File: config.mk
export PLATFORM = sky130hd
export DESIGN_NAME = shared_pin_function_mux
export DESIGN_NICKNAME = d
export VERILOG_FILES = /design/src/logic/pin_mux_pkg.sv /design/src/logic/level_change_detect.sv /design/src/logic/shared_pin_function_mux.sv
export SDC_FILE = /design/constraint.sdc
export NUM_CORES = 1
export LEC_CHECK = 0
export ABC_AREA = 1
export BUFFER_PORTS_ARGS = -buffer_cell sky130_fd_sc_hd__buf_2
export CAP_MARGIN = 20
export CORE_MARGIN = 2
export CORE_UTILIZATION = 25
export DETAILED_ROUTE_END_ITERATION = 16
export MAX_ROUTING_LAYER = met4
export SLEW_MARGIN = 20
export SYNTH_ARGS = -nofsm -noshare
export SYNTH_HDL_FRONTEND = slang
export SYNTH_SLANG_ARGS = --single-unit
File: constraint.sdc
create_clock -name pclk -period 1.3 [get_ports pclk]
set_clock_uncertainty 0.2 [all_clocks]
set_input_delay 0 -clock pclk [delete_from_list [all_inputs] [get_ports pclk]]
set_output_delay 0 -clock pclk [all_outputs]
set_load 0.02 [all_outputs]
File: src/logic/pin_mux_pkg.sv
// constants for the shared pin function multiplexer
package pin_mux_pkg;
  // pin counts of the three ports
  localparam int P0_W     = 5;   // bit 4 is the input-only reset-shared bit
  localparam int P0_OUT_W = 4;   // drivable bits of port zero
  localparam int P4_W     = 5;
  localparam int P5_W     = 2;   // bit 0 is pin 5.3, bit 1 is pin 5.4
  localparam int RST_BIT  = 4;   // reset_shared_input_bit inside port zero
  localparam int OSC_OUT_BIT = 2;
  localparam int OSC_IN_BIT  = 3;
  localparam int IRQ_A_BIT   = 0;
  localparam int IRQ_B_BIT   = 1;

  // register byte offsets
  localparam logic [7:0] OFS_P0_DATA    = 8'h00;
  localparam logic [7:0] OFS_P0_DIR     = 8'h04;
  localparam logic [7:0] OFS_P0_PULL    = 8'h08;
  localparam logic [7:0] OFS_P4_DATA    = 8'h0C;
  localparam logic [7:0] OFS_P4_DIR     = 8'h10;
  localparam logic [7:0] OFS_P4_PULL    = 8'h14;
  localparam logic [7:0] OFS_P5_DATA    = 8'h18;
  localparam logic [7:0] OFS_P5_DIR     = 8'h1C;
  localparam logic [7:0] OFS_P5_PULL    = 8'h20;
  localparam logic [7:0] OFS_FUNC_CTRL  = 8'h24;
  localparam logic [7:0] OFS_EDGE_SEL   = 8'h28;
  localparam logic [7:0] OFS_CONV_EN    = 8'h2C;
  localparam logic [7:0] OFS_IRQ_STATUS = 8'h30;
  localparam logic [7:0] OFS_IRQ_MASK   = 8'h34;

  // function control field positions
  localparam int FUNC_W        = 10;
  localparam int F_EXT_RST_EN  = 0;
  localparam int F_OSC_LO      = 1;   // two-bit oscillator mode at [2:1]
  localparam int F_TA_EVENT    = 3;
  localparam int F_TB_EVENT    = 4;
  localparam int F_BUZ_A_EN    = 5;
  localparam int F_PWM_A_EN    = 6;
  localparam int F_BUZ_B_EN    = 7;
  localparam int F_PWM_B_EN    = 8;
  localparam int F_VREF_EXT    = 9;

  // oscillator mode encodings
  localparam logic [1:0] OSC_INTERNAL = 2'h0;
  localparam logic [1:0] OSC_CRYSTAL  = 2'h1;
  localparam logic [1:0] OSC_RC       = 2'h2;
  localparam logic [1:0] OSC_EXT_SIG  = 2'h3;

  // edge_select_reg encodings
  localparam logic [1:0] EDGE_FALL_DEF = 2'h0;
  localparam logic [1:0] EDGE_RISE     = 2'h1;
  localparam logic [1:0] EDGE_FALL     = 2'h2;
  localparam logic [1:0] EDGE_BOTH     = 2'h3;

  // interrupt status bits
  localparam int IRQ_W        = 3;
  localparam int IRQ_EXT_A    = 0;
  localparam int IRQ_EXT_B    = 1;
  localparam int IRQ_WAKE     = 2;

  // values after reset
  localparam logic [FUNC_W-1:0] FUNC_RST = 10'h001;
  localparam logic [1:0]        EDGE_RST = 2'h2;
  localparam logic [IRQ_W-1:0]  MASK_RST = 3'h0;
endpackage

File: src/logic/level_change_detect.sv
// rise, fall and change detection on a group of synchronous inputs
`timescale 1ns/100ps
module level_change_detect #(
  parameter int W = 5
) (
  input  wire logic         pclk,
  input  wire logic         presetn,
  input  wire logic [W-1:0] sig_in,
  output logic      [W-1:0] rise,
  output logic      [W-1:0] fall,
  output logic              any_change
);
  typedef struct packed {
    logic         armed;
    logic [W-1:0] prev;
  } det_t;

  det_t det_ff;
  det_t nxt_det;

  // first cycle after reset only loads history, so a pulled-up pin is no edge
  always_comb begin
    nxt_det       = det_ff;
    nxt_det.armed = 1'b1;
    nxt_det.prev  = sig_in;
  end

  always_ff @(posedge pclk or negedge presetn) begin
    if (!presetn) begin
      det_ff <= '0;
    end else begin
      det_ff <= nxt_det;
    end
  end

  assign rise       = det_ff.armed ? (sig_in & ~det_ff.prev) : '0;
  assign fall       = det_ff.armed ? (~sig_in & det_ff.prev) : '0;
  assign any_change = |(rise | fall);
endmodule

File: src/logic/shared_pin_function_mux.sv
// pin function multiplexer with apb register file and pin event interrupts
// Functional notes
// - reset pin off: input-only Schmitt general bit
// - never a pull-up on reset-shared bit
// - reset pin active low, held high normally
// - crystal or rc oscillator takes port zero bit three
// - crystal only takes port zero bit two
// - first irq edge follows edge select
// - second irq on falling edge only
// - port zero bit zero clocks timer a
// - port zero bit one clocks timer b
// - pin 5.4 carries buzzer a or pwm a
// - pin 5.3 carries buzzer b or pwm b
// - port zero change wakes low-power device
// - selectable pull-ups on ports zero, four, five
// - port four shares converter channels and reference
`timescale 1ns/100ps
module shared_pin_function_mux
  import pin_mux_pkg::*;
(
  input  wire logic                        pclk,
  input  wire logic                        presetn,
  input  wire logic                        psel,
  input  wire logic                        penable,
  input  wire logic                        pwrite,
  input  wire logic [7:0]                  paddr,
  input  wire logic [31:0]                 pwdata,
  output logic      [31:0]                 prdata,
  output logic                             pready,
  output logic                             pslverr,
  input  wire logic [pin_mux_pkg::P0_W-1:0] port_zero_in,
  output logic      [pin_mux_pkg::P0_W-1:0] port_zero_out,
  output logic      [pin_mux_pkg::P0_W-1:0] port_zero_oe,
  output logic      [pin_mux_pkg::P0_W-1:0] port_zero_pull_en,
  input  wire logic [pin_mux_pkg::P4_W-1:0] port_four_in,
  output logic      [pin_mux_pkg::P4_W-1:0] port_four_out,
  output logic      [pin_mux_pkg::P4_W-1:0] port_four_oe,
  output logic      [pin_mux_pkg::P4_W-1:0] port_four_pull_en,
  input  wire logic [pin_mux_pkg::P5_W-1:0] port_five_in,
  output logic      [pin_mux_pkg::P5_W-1:0] port_five_out,
  output logic      [pin_mux_pkg::P5_W-1:0] port_five_oe,
  output logic      [pin_mux_pkg::P5_W-1:0] port_five_pull_en,
  output logic                             ext_reset_n,
  output logic                             osc_in_pin,
  input  wire logic                        osc_drive,
  output logic                             osc_out_pin,
  output logic                             timer_a_event_clk,
  output logic                             timer_b_event_clk,
  input  wire logic                        timer_a_ovf,
  input  wire logic                        timer_b_ovf,
  input  wire logic                        pulse_width_out_a,
  input  wire logic                        pulse_width_out_b,
  output logic      [pin_mux_pkg::P4_W-1:0] conv_channel_sel,
  output logic                             conv_high_reference_in,
  input  wire logic                        low_power_mode,
  output logic                             wakeup_req,
  output logic                             ext_irq_a,
  output logic                             ext_irq_b,
  output logic                             irq
);
  import pin_mux_pkg::*;

  typedef struct packed {
    logic [P0_OUT_W-1:0] p0_data;
    logic [P0_OUT_W-1:0] p0_dir;
    logic [P0_OUT_W-1:0] p0_pull;
    logic [P4_W-1:0]     p4_data;
    logic [P4_W-1:0]     p4_dir;
    logic [P4_W-1:0]     p4_pull;
    logic [P5_W-1:0]     p5_data;
    logic [P5_W-1:0]     p5_dir;
    logic [P5_W-1:0]     p5_pull;
    logic [FUNC_W-1:0]   func;
    logic [1:0]          edge_sel;
    logic [P4_W-1:0]     conv_en;
    logic [IRQ_W-1:0]    irq_status;
    logic [IRQ_W-1:0]    irq_mask;
    logic                buz_a;
    logic                buz_b;
    logic [31:0]         rdata;
    logic                slverr;
    logic                rst_n;
    logic                ev_a;
    logic                ev_b;
    logic                wake;
    logic                irq_a;
    logic                irq_b;
  } state_t;

  state_t state_ff;
  state_t nxt_state;

  logic [P0_W-1:0] p0_rise;
  logic [P0_W-1:0] p0_fall;
  logic            p0_change;
  logic            access;
  logic            setup;
  logic            a_edge;
  logic            b_edge;
  logic            wake_evt;
  logic [1:0]      osc_mode;
  logic            osc_ext;
  logic            osc_xtal;

  // widen a register field to a bus word
  function automatic logic [31:0] zx(input logic [15:0] v);
    zx = {16'h0000, v};
  endfunction

  // address check shared by read and write paths
  function automatic logic mapped(input logic [7:0] a);
    unique case (a)
      OFS_P0_DATA, OFS_P0_DIR, OFS_P0_PULL,
      OFS_P4_DATA, OFS_P4_DIR, OFS_P4_PULL,
      OFS_P5_DATA, OFS_P5_DIR, OFS_P5_PULL,
      OFS_FUNC_CTRL, OFS_EDGE_SEL, OFS_CONV_EN,
      OFS_IRQ_STATUS, OFS_IRQ_MASK: mapped = 1'b1;
      default:                      mapped = 1'b0;
    endcase
  endfunction

  level_change_detect #(
    .W (P0_W)
  ) u_p0_detect (
    .pclk       (pclk),
    .presetn    (presetn),
    .sig_in     (port_zero_in),
    .rise       (p0_rise),
    .fall       (p0_fall),
    .any_change (p0_change)
  );

  assign setup    = psel && !penable;
  assign access   = psel && penable;
  assign osc_mode = state_ff.func[F_OSC_LO+1:F_OSC_LO];
  assign osc_xtal = (osc_mode == OSC_CRYSTAL);
  assign osc_ext  = osc_xtal || (osc_mode == OSC_RC);

  // trigger edges of the two external interrupt pins
  always_comb begin
    unique case (state_ff.edge_sel)
      EDGE_RISE: a_edge = p0_rise[IRQ_A_BIT];
      EDGE_BOTH: a_edge = p0_rise[IRQ_A_BIT] || p0_fall[IRQ_A_BIT];
      EDGE_FALL, EDGE_FALL_DEF: a_edge = p0_fall[IRQ_A_BIT];
    endcase
    b_edge   = p0_fall[IRQ_B_BIT];
    wake_evt = p0_change && low_power_mode;
  end

  // next state: bus writes, read capture, event flags and pin functions
  always_comb begin
    nxt_state = state_ff;
    // read data is latched in setup so it comes from a flop in the zero-wait access
    if (setup) begin
      nxt_state.slverr = !mapped(paddr);
      nxt_state.rdata  = 32'h0000_0000;
      if (!pwrite) begin
        unique case (paddr)
          OFS_P0_DATA:    nxt_state.rdata = zx({11'h000, port_zero_in});
          OFS_P0_DIR:     nxt_state.rdata = zx({12'h000, state_ff.p0_dir});
          OFS_P0_PULL:    nxt_state.rdata = zx({12'h000, state_ff.p0_pull});
          OFS_P4_DATA:    nxt_state.rdata = zx({11'h000, port_four_in & ~state_ff.conv_en});
          OFS_P4_DIR:     nxt_state.rdata = zx({11'h000, state_ff.p4_dir});
          OFS_P4_PULL:    nxt_state.rdata = zx({11'h000, state_ff.p4_pull});
          OFS_P5_DATA:    nxt_state.rdata = zx({14'h0000, port_five_in});
          OFS_P5_DIR:     nxt_state.rdata = zx({14'h0000, state_ff.p5_dir});
          OFS_P5_PULL:    nxt_state.rdata = zx({14'h0000, state_ff.p5_pull});
          OFS_FUNC_CTRL:  nxt_state.rdata = zx({6'h00, state_ff.func});
          OFS_EDGE_SEL:   nxt_state.rdata = zx({14'h0000, state_ff.edge_sel});
          OFS_CONV_EN:    nxt_state.rdata = zx({11'h000, state_ff.conv_en});
          OFS_IRQ_STATUS: nxt_state.rdata = zx({13'h0000, state_ff.irq_status});
          OFS_IRQ_MASK:   nxt_state.rdata = zx({13'h0000, state_ff.irq_mask});
          default:        nxt_state.rdata = 32'h0000_0000;
        endcase
      end
    end
    // writes land at the access edge; unmapped writes are dropped
    if (access && pwrite) begin
      unique case (paddr)
        OFS_P0_DATA:    nxt_state.p0_data  = pwdata[P0_OUT_W-1:0];
        OFS_P0_DIR:     nxt_state.p0_dir   = pwdata[P0_OUT_W-1:0];
        OFS_P0_PULL:    nxt_state.p0_pull  = pwdata[P0_OUT_W-1:0];
        OFS_P4_DATA:    nxt_state.p4_data  = pwdata[P4_W-1:0];
        OFS_P4_DIR:     nxt_state.p4_dir   = pwdata[P4_W-1:0];
        OFS_P4_PULL:    nxt_state.p4_pull  = pwdata[P4_W-1:0];
        OFS_P5_DATA:    nxt_state.p5_data  = pwdata[P5_W-1:0];
        OFS_P5_DIR:     nxt_state.p5_dir   = pwdata[P5_W-1:0];
        OFS_P5_PULL:    nxt_state.p5_pull  = pwdata[P5_W-1:0];
        OFS_FUNC_CTRL:  nxt_state.func     = pwdata[FUNC_W-1:0];
        OFS_EDGE_SEL:   nxt_state.edge_sel = pwdata[1:0];
        OFS_CONV_EN:    nxt_state.conv_en  = pwdata[P4_W-1:0];
        OFS_IRQ_STATUS: nxt_state.irq_status = state_ff.irq_status & ~pwdata[IRQ_W-1:0];
        OFS_IRQ_MASK:   nxt_state.irq_mask = pwdata[IRQ_W-1:0];
        default:        nxt_state.slverr   = 1'b1;
      endcase
    end
    // hardware set comes after the clear so a coincident event is kept
    if (a_edge) begin
      nxt_state.irq_status[IRQ_EXT_A] = 1'b1;
    end
    if (b_edge) begin
      nxt_state.irq_status[IRQ_EXT_B] = 1'b1;
    end
    if (wake_evt) begin
      nxt_state.irq_status[IRQ_WAKE] = 1'b1;
    end
    nxt_state.irq_a = a_edge;
    nxt_state.irq_b = b_edge;
    nxt_state.wake  = wake_evt;
    // buzzer outputs are the timer overflows divided by two
    if (timer_a_ovf) begin
      nxt_state.buz_a = !state_ff.buz_a;
    end
    if (timer_b_ovf) begin
      nxt_state.buz_b = !state_ff.buz_b;
    end
    // external reset follows the low-active pin only while enabled
    nxt_state.rst_n = state_ff.func[F_EXT_RST_EN] ? port_zero_in[RST_BIT] : 1'b1;
    nxt_state.ev_a  = state_ff.func[F_TA_EVENT] && port_zero_in[IRQ_A_BIT];
    nxt_state.ev_b  = state_ff.func[F_TB_EVENT] && port_zero_in[IRQ_B_BIT];
  end

  always_ff @(posedge pclk or negedge presetn) begin
    if (!presetn) begin
      state_ff          <= '0;
      state_ff.func     <= FUNC_RST;
      state_ff.edge_sel <= EDGE_RST;
      state_ff.irq_mask <= MASK_RST;
      state_ff.rst_n    <= 1'b1;
    end else begin
      state_ff <= nxt_state;
    end
  end

  // port zero: bit four never drives and never pulls, oscillator pins override
  always_comb begin
    port_zero_out     = {1'b0, state_ff.p0_data};
    port_zero_oe      = {1'b0, state_ff.p0_dir};
    port_zero_pull_en = {1'b0, state_ff.p0_pull & ~state_ff.p0_dir};
    if (osc_ext) begin
      port_zero_oe[OSC_IN_BIT]      = 1'b0;
      port_zero_pull_en[OSC_IN_BIT] = 1'b0;
    end
    if (osc_xtal) begin
      port_zero_out[OSC_OUT_BIT]     = osc_drive;
      port_zero_oe[OSC_OUT_BIT]      = 1'b1;
      port_zero_pull_en[OSC_OUT_BIT] = 1'b0;
    end
  end

  // oscillator path is left unregistered: a clock cannot be resampled by pclk
  assign osc_in_pin  = osc_ext ? port_zero_in[OSC_IN_BIT] : 1'b0;
  assign osc_out_pin = osc_xtal ? osc_drive : 1'b0;

  // port four: converter channels release the digital driver and pull-up
  assign port_four_out          = state_ff.p4_data;
  assign port_four_oe           = state_ff.p4_dir & ~state_ff.conv_en;
  assign port_four_pull_en      = state_ff.p4_pull & ~state_ff.p4_dir & ~state_ff.conv_en;
  assign conv_channel_sel       = state_ff.conv_en;
  assign conv_high_reference_in = state_ff.func[F_VREF_EXT] && !state_ff.p4_dir[0];

  // port five: pwm wins over buzzer, either wins over the data latch
  always_comb begin
    port_five_out = state_ff.p5_data;
    port_five_oe  = state_ff.p5_dir;
    if (state_ff.func[F_PWM_B_EN]) begin
      port_five_out[0] = pulse_width_out_b;
    end else if (state_ff.func[F_BUZ_B_EN]) begin
      port_five_out[0] = state_ff.buz_b;
    end
    if (state_ff.func[F_PWM_A_EN]) begin
      port_five_out[1] = pulse_width_out_a;
    end else if (state_ff.func[F_BUZ_A_EN]) begin
      port_five_out[1] = state_ff.buz_a;
    end
    port_five_oe[0]   = state_ff.p5_dir[0] | state_ff.func[F_PWM_B_EN] | state_ff.func[F_BUZ_B_EN];
    port_five_oe[1]   = state_ff.p5_dir[1] | state_ff.func[F_PWM_A_EN] | state_ff.func[F_BUZ_A_EN];
    port_five_pull_en = state_ff.p5_pull & ~port_five_oe;
  end

  // remaining outputs from flops; irq masked, pslverr gated by access, pready tied high
  assign ext_reset_n       = state_ff.rst_n;
  assign timer_a_event_clk = state_ff.ev_a;
  assign timer_b_event_clk = state_ff.ev_b;
  assign wakeup_req        = state_ff.wake;
  assign ext_irq_a         = state_ff.irq_a;
  assign ext_irq_b         = state_ff.irq_b;
  assign irq               = |(state_ff.irq_status & state_ff.irq_mask);
  assign prdata            = state_ff.rdata;
  assign pslverr           = state_ff.slverr && access;
  assign pready            = 1'b1;
endmodule

==> metrics <==
status complete, but fails checks; failing checks negative hold slack, negative setup slack; post-synthesis sequential area ratio 46.7%; worst vdd ir 0.000552 V; DPL Wire Length 9700 um; non-filler cells, final 959; fmax 641 MHz; Routed WL 13100 um; DRT antenna net count 0; clock sinks 81; # IOs 148; Post-synth EDFFs 0; H-tree level count 3; Hold Path Depth 6; row count 48; post-synthesis async set-or-reset flop share 100%; initial antenna violation count 1; final instance area 6360 um^2; Hold Crit Start paddr[7]; Ys Warns 0; Distinct cells, synth 35; worst hold slack -0.0252 ns; critical path startpoint category flop; top post-synthesis cells by area dfrtp_1 45%, nand2_1 13%, buf_4 9.0%; CP startpoint state_ff[59]; adder-cell area share of the yosys netlist 0.288%; Most used DFF post-synth dfrtp_1; Post-route DRC 0; Seq cells post-synth 81; crit share post-route 120%; Top Usage Layer GRT met2; cell area after placement 5260 um^2; critical path capture point type output port; post-synthesis compound-gate area fraction 9.39%; WL/cell 13.7 um; CTS Hold Bufs 28; kind of critical path flop to output port; fin nets 793; Mapped Cells 554; syn avg cell area 7.84 um^2; critical path peak fanout 3; max_cap viols 0; area of the multi-input gates 1980 um^2; proportion of synthesized area in mux cells 0%; vias in the first global route 3973; Worst EP arrival 1.36 ns; leading area contributor after synthesis dfrtp_1; root buffer cell clkbuf_16; gpl congestion 0.836; register area 2030 um^2; IO buf count 99; vias 4023; Synth Area in XOR/XNOR 0.806%; largest net degree at the start of global routing 81; area share of the leading cell type in the synthesized netlist 44.9%; 1st-iter DRT viols 197; critical-path cell list or3_4, nor2_4, buf_6; Max Buffers Root-to-Sink 2; met3 usage 3.73%; RSZ-0062 raised after global routing true; Die ar. 18400 um^2; final setup vio count 23; crit-path max cell delay 0.41 ns; Congestion Overflow GR 0; Die Ht 136 um; largest family of logic cells by synthesized area simple AND/OR/NAND/NOR gates; Initial Util 25.4%; # fillers 1763; Slowest-stage cell, CP dfrtp_1; clock tree from TritonCTS done; Global Route met1 Usage 20.1%; M2 GR Usage 23.5%; share of cells above drive strength 1 37.2%; Final Hold Viols 5; Min-Delay Path Class input pin to flop; first-pass GRT wire length 20800 um; Post-Synth Simple-Gate Area 27.5%; clock buffer count from CTS 9; total track usage 15.3%; crit path time final 1.56 ns; Util after Layout 37.1%; placed insts 900; Mapped Area 4340 um^2; LEAKAGE 3.22 nW; Required @ worst endpoint 1.10 ns; max-slew violations 0; reg2reg start osc_mode[0]; pwr/cell area 893 nW/um^2; Clock Pin Slew Worst Setup and Hold Paths 0.06 ns; Layout area overhead 46.4%; Skew-Pair Late Insertion Delay 0.34 ns; Via density 4.19; R2R cell count 7; Die W 136 um; Initial DRT Pass Iterations 4; core box area 17100 um^2; worst setup slack after layout -0.260 ns
-- cell families after synthesis --
| kind of cell | after synthesis |
|---|---|
| and+or+nand+nor | 271 |
| buffers and inverters | 118 |
| adders and majority gates | 1 |
| AOI/OAI and AO/OA | 77 |
| xor gates and xnor gates | 4 |
| DFF | 81 |
| other | 2 |
-- layer usage --
layer,vias to the layer above,part of all wire [%]
li1,2018,-
met1,1878,45
met2,113,47
met3,14,6.2
met4,0,0.92
met5,-,0
-- placed cells by master, fill, tap and decap left out, drive strengths merged, types with 2 or more instances in the layout --
cell / n
dlygate4sd3: 28
o21ai: 61
clkinv: 2
xnor2: 2
nor2: 58
buf: 170
or2: 2
nand3: 42
dfstp: 3
o31ai: 5
a21oi: 10
nand4: 2
conb: 27
xor2: 2
nor3: 4
inv: 59
clkbuf: 12
dfrtp: 78
nand2: 158
or3: 2
-- state kept, by name, indices dropped and copies added, names as in the netlist --
signal              count
u_p0_detect.det_ff      6
state_ff               42
osc_mode                2
ext_irq_a               1
ext_reset_n             1
port_zero_out           3
wakeup_req              1
timer_a_event_clk       1
timer_b_event_clk       1
ext_irq_b               1
prdata                 10
conv_channel_sel        5
port_zero_oe            2
port_four_out           5
-- final cells by class --
cell class	count	share of cell area, %
antenna	1	0.0394
clock inverter	3	0.275
multi-input combinational	380	31.1
tap	225	4.43
clock buffer	12	3.88
sequential	81	31.9
inverter	59	3.60
timing repair buffer	198	24.8
-- metrics by stage --
stage               total power (W)  setup TNS [ns]  setup WS [ns]
floorplan                   0.00304         -0.0435        -0.0435
global placement            0.00328           -4.02         -0.216
detailed placement          0.00328           -4.93         -0.239
CTS                         0.00574           -3.40         -0.299
global route                0.00595           -4.65         -0.306
finish                      0.00568           -3.08         -0.260
-- critical path, delay by kind of cell (launching register included) --
| family | cells | cell delay [ns] |
|---|---|---|
| flip-flops | 1 | 0.41 |
| buffers and inverters | 1 | 0.12 |
| AND/OR/NAND/NOR | 2 | 0.49 |
-- power by group --
part	internal (W)	switching (W)	total, W	leakage, nW
Sequential	0.00260	0.0000710	0.00267	1.05
Combinational	0.000287	0.000415	0.000702	2.04
Clock	0.00133	0.000979	0.00231	0.128
-- synth_stat cells, types with 2 or more instances --
cell type / count
dfstp_2: 3
o21ai_0: 50
nand2_1: 150
buf_6: 2
o31ai_1: 5
or3_1: 2
clkbuf_1: 3
conb_1: 2
nand3_2: 2
o21ai_1: 10
nor2_1: 48
inv_2: 3
nor2_2: 6
a21oi_1: 9
inv_1: 56
buf_4: 52
or2_2: 2
xnor2_1: 2
nor2_4: 3
nand2_2: 6
dfrtp_1: 78
nand2_4: 2
nor3_1: 4
buf_2: 2
nand3_1: 40
nand4_1: 2
xor2_1: 2
-- final timing paths --
kind,end,slack [ns]
min in group asynchronous,port_four_out[4],0.05
max in group asynchronous,port_four_out[1],0.46
worst min-delay path,state_ff[41],-0.03
worst max register to register,prdata[1],-0.04
worst min register to register,prdata[5],0.28
worst max-delay path,port_five_pull_en[1],-0.26
-- timing repair --
item,in CTS,in global routing
buffers inserted,11,9
setup endpoints to repair,28,44
hold endpoints to repair,161,1
pin swaps,23,34
resized for setup,97,51
gates cloned,0,0
Power figures use the tool's default switching activity.
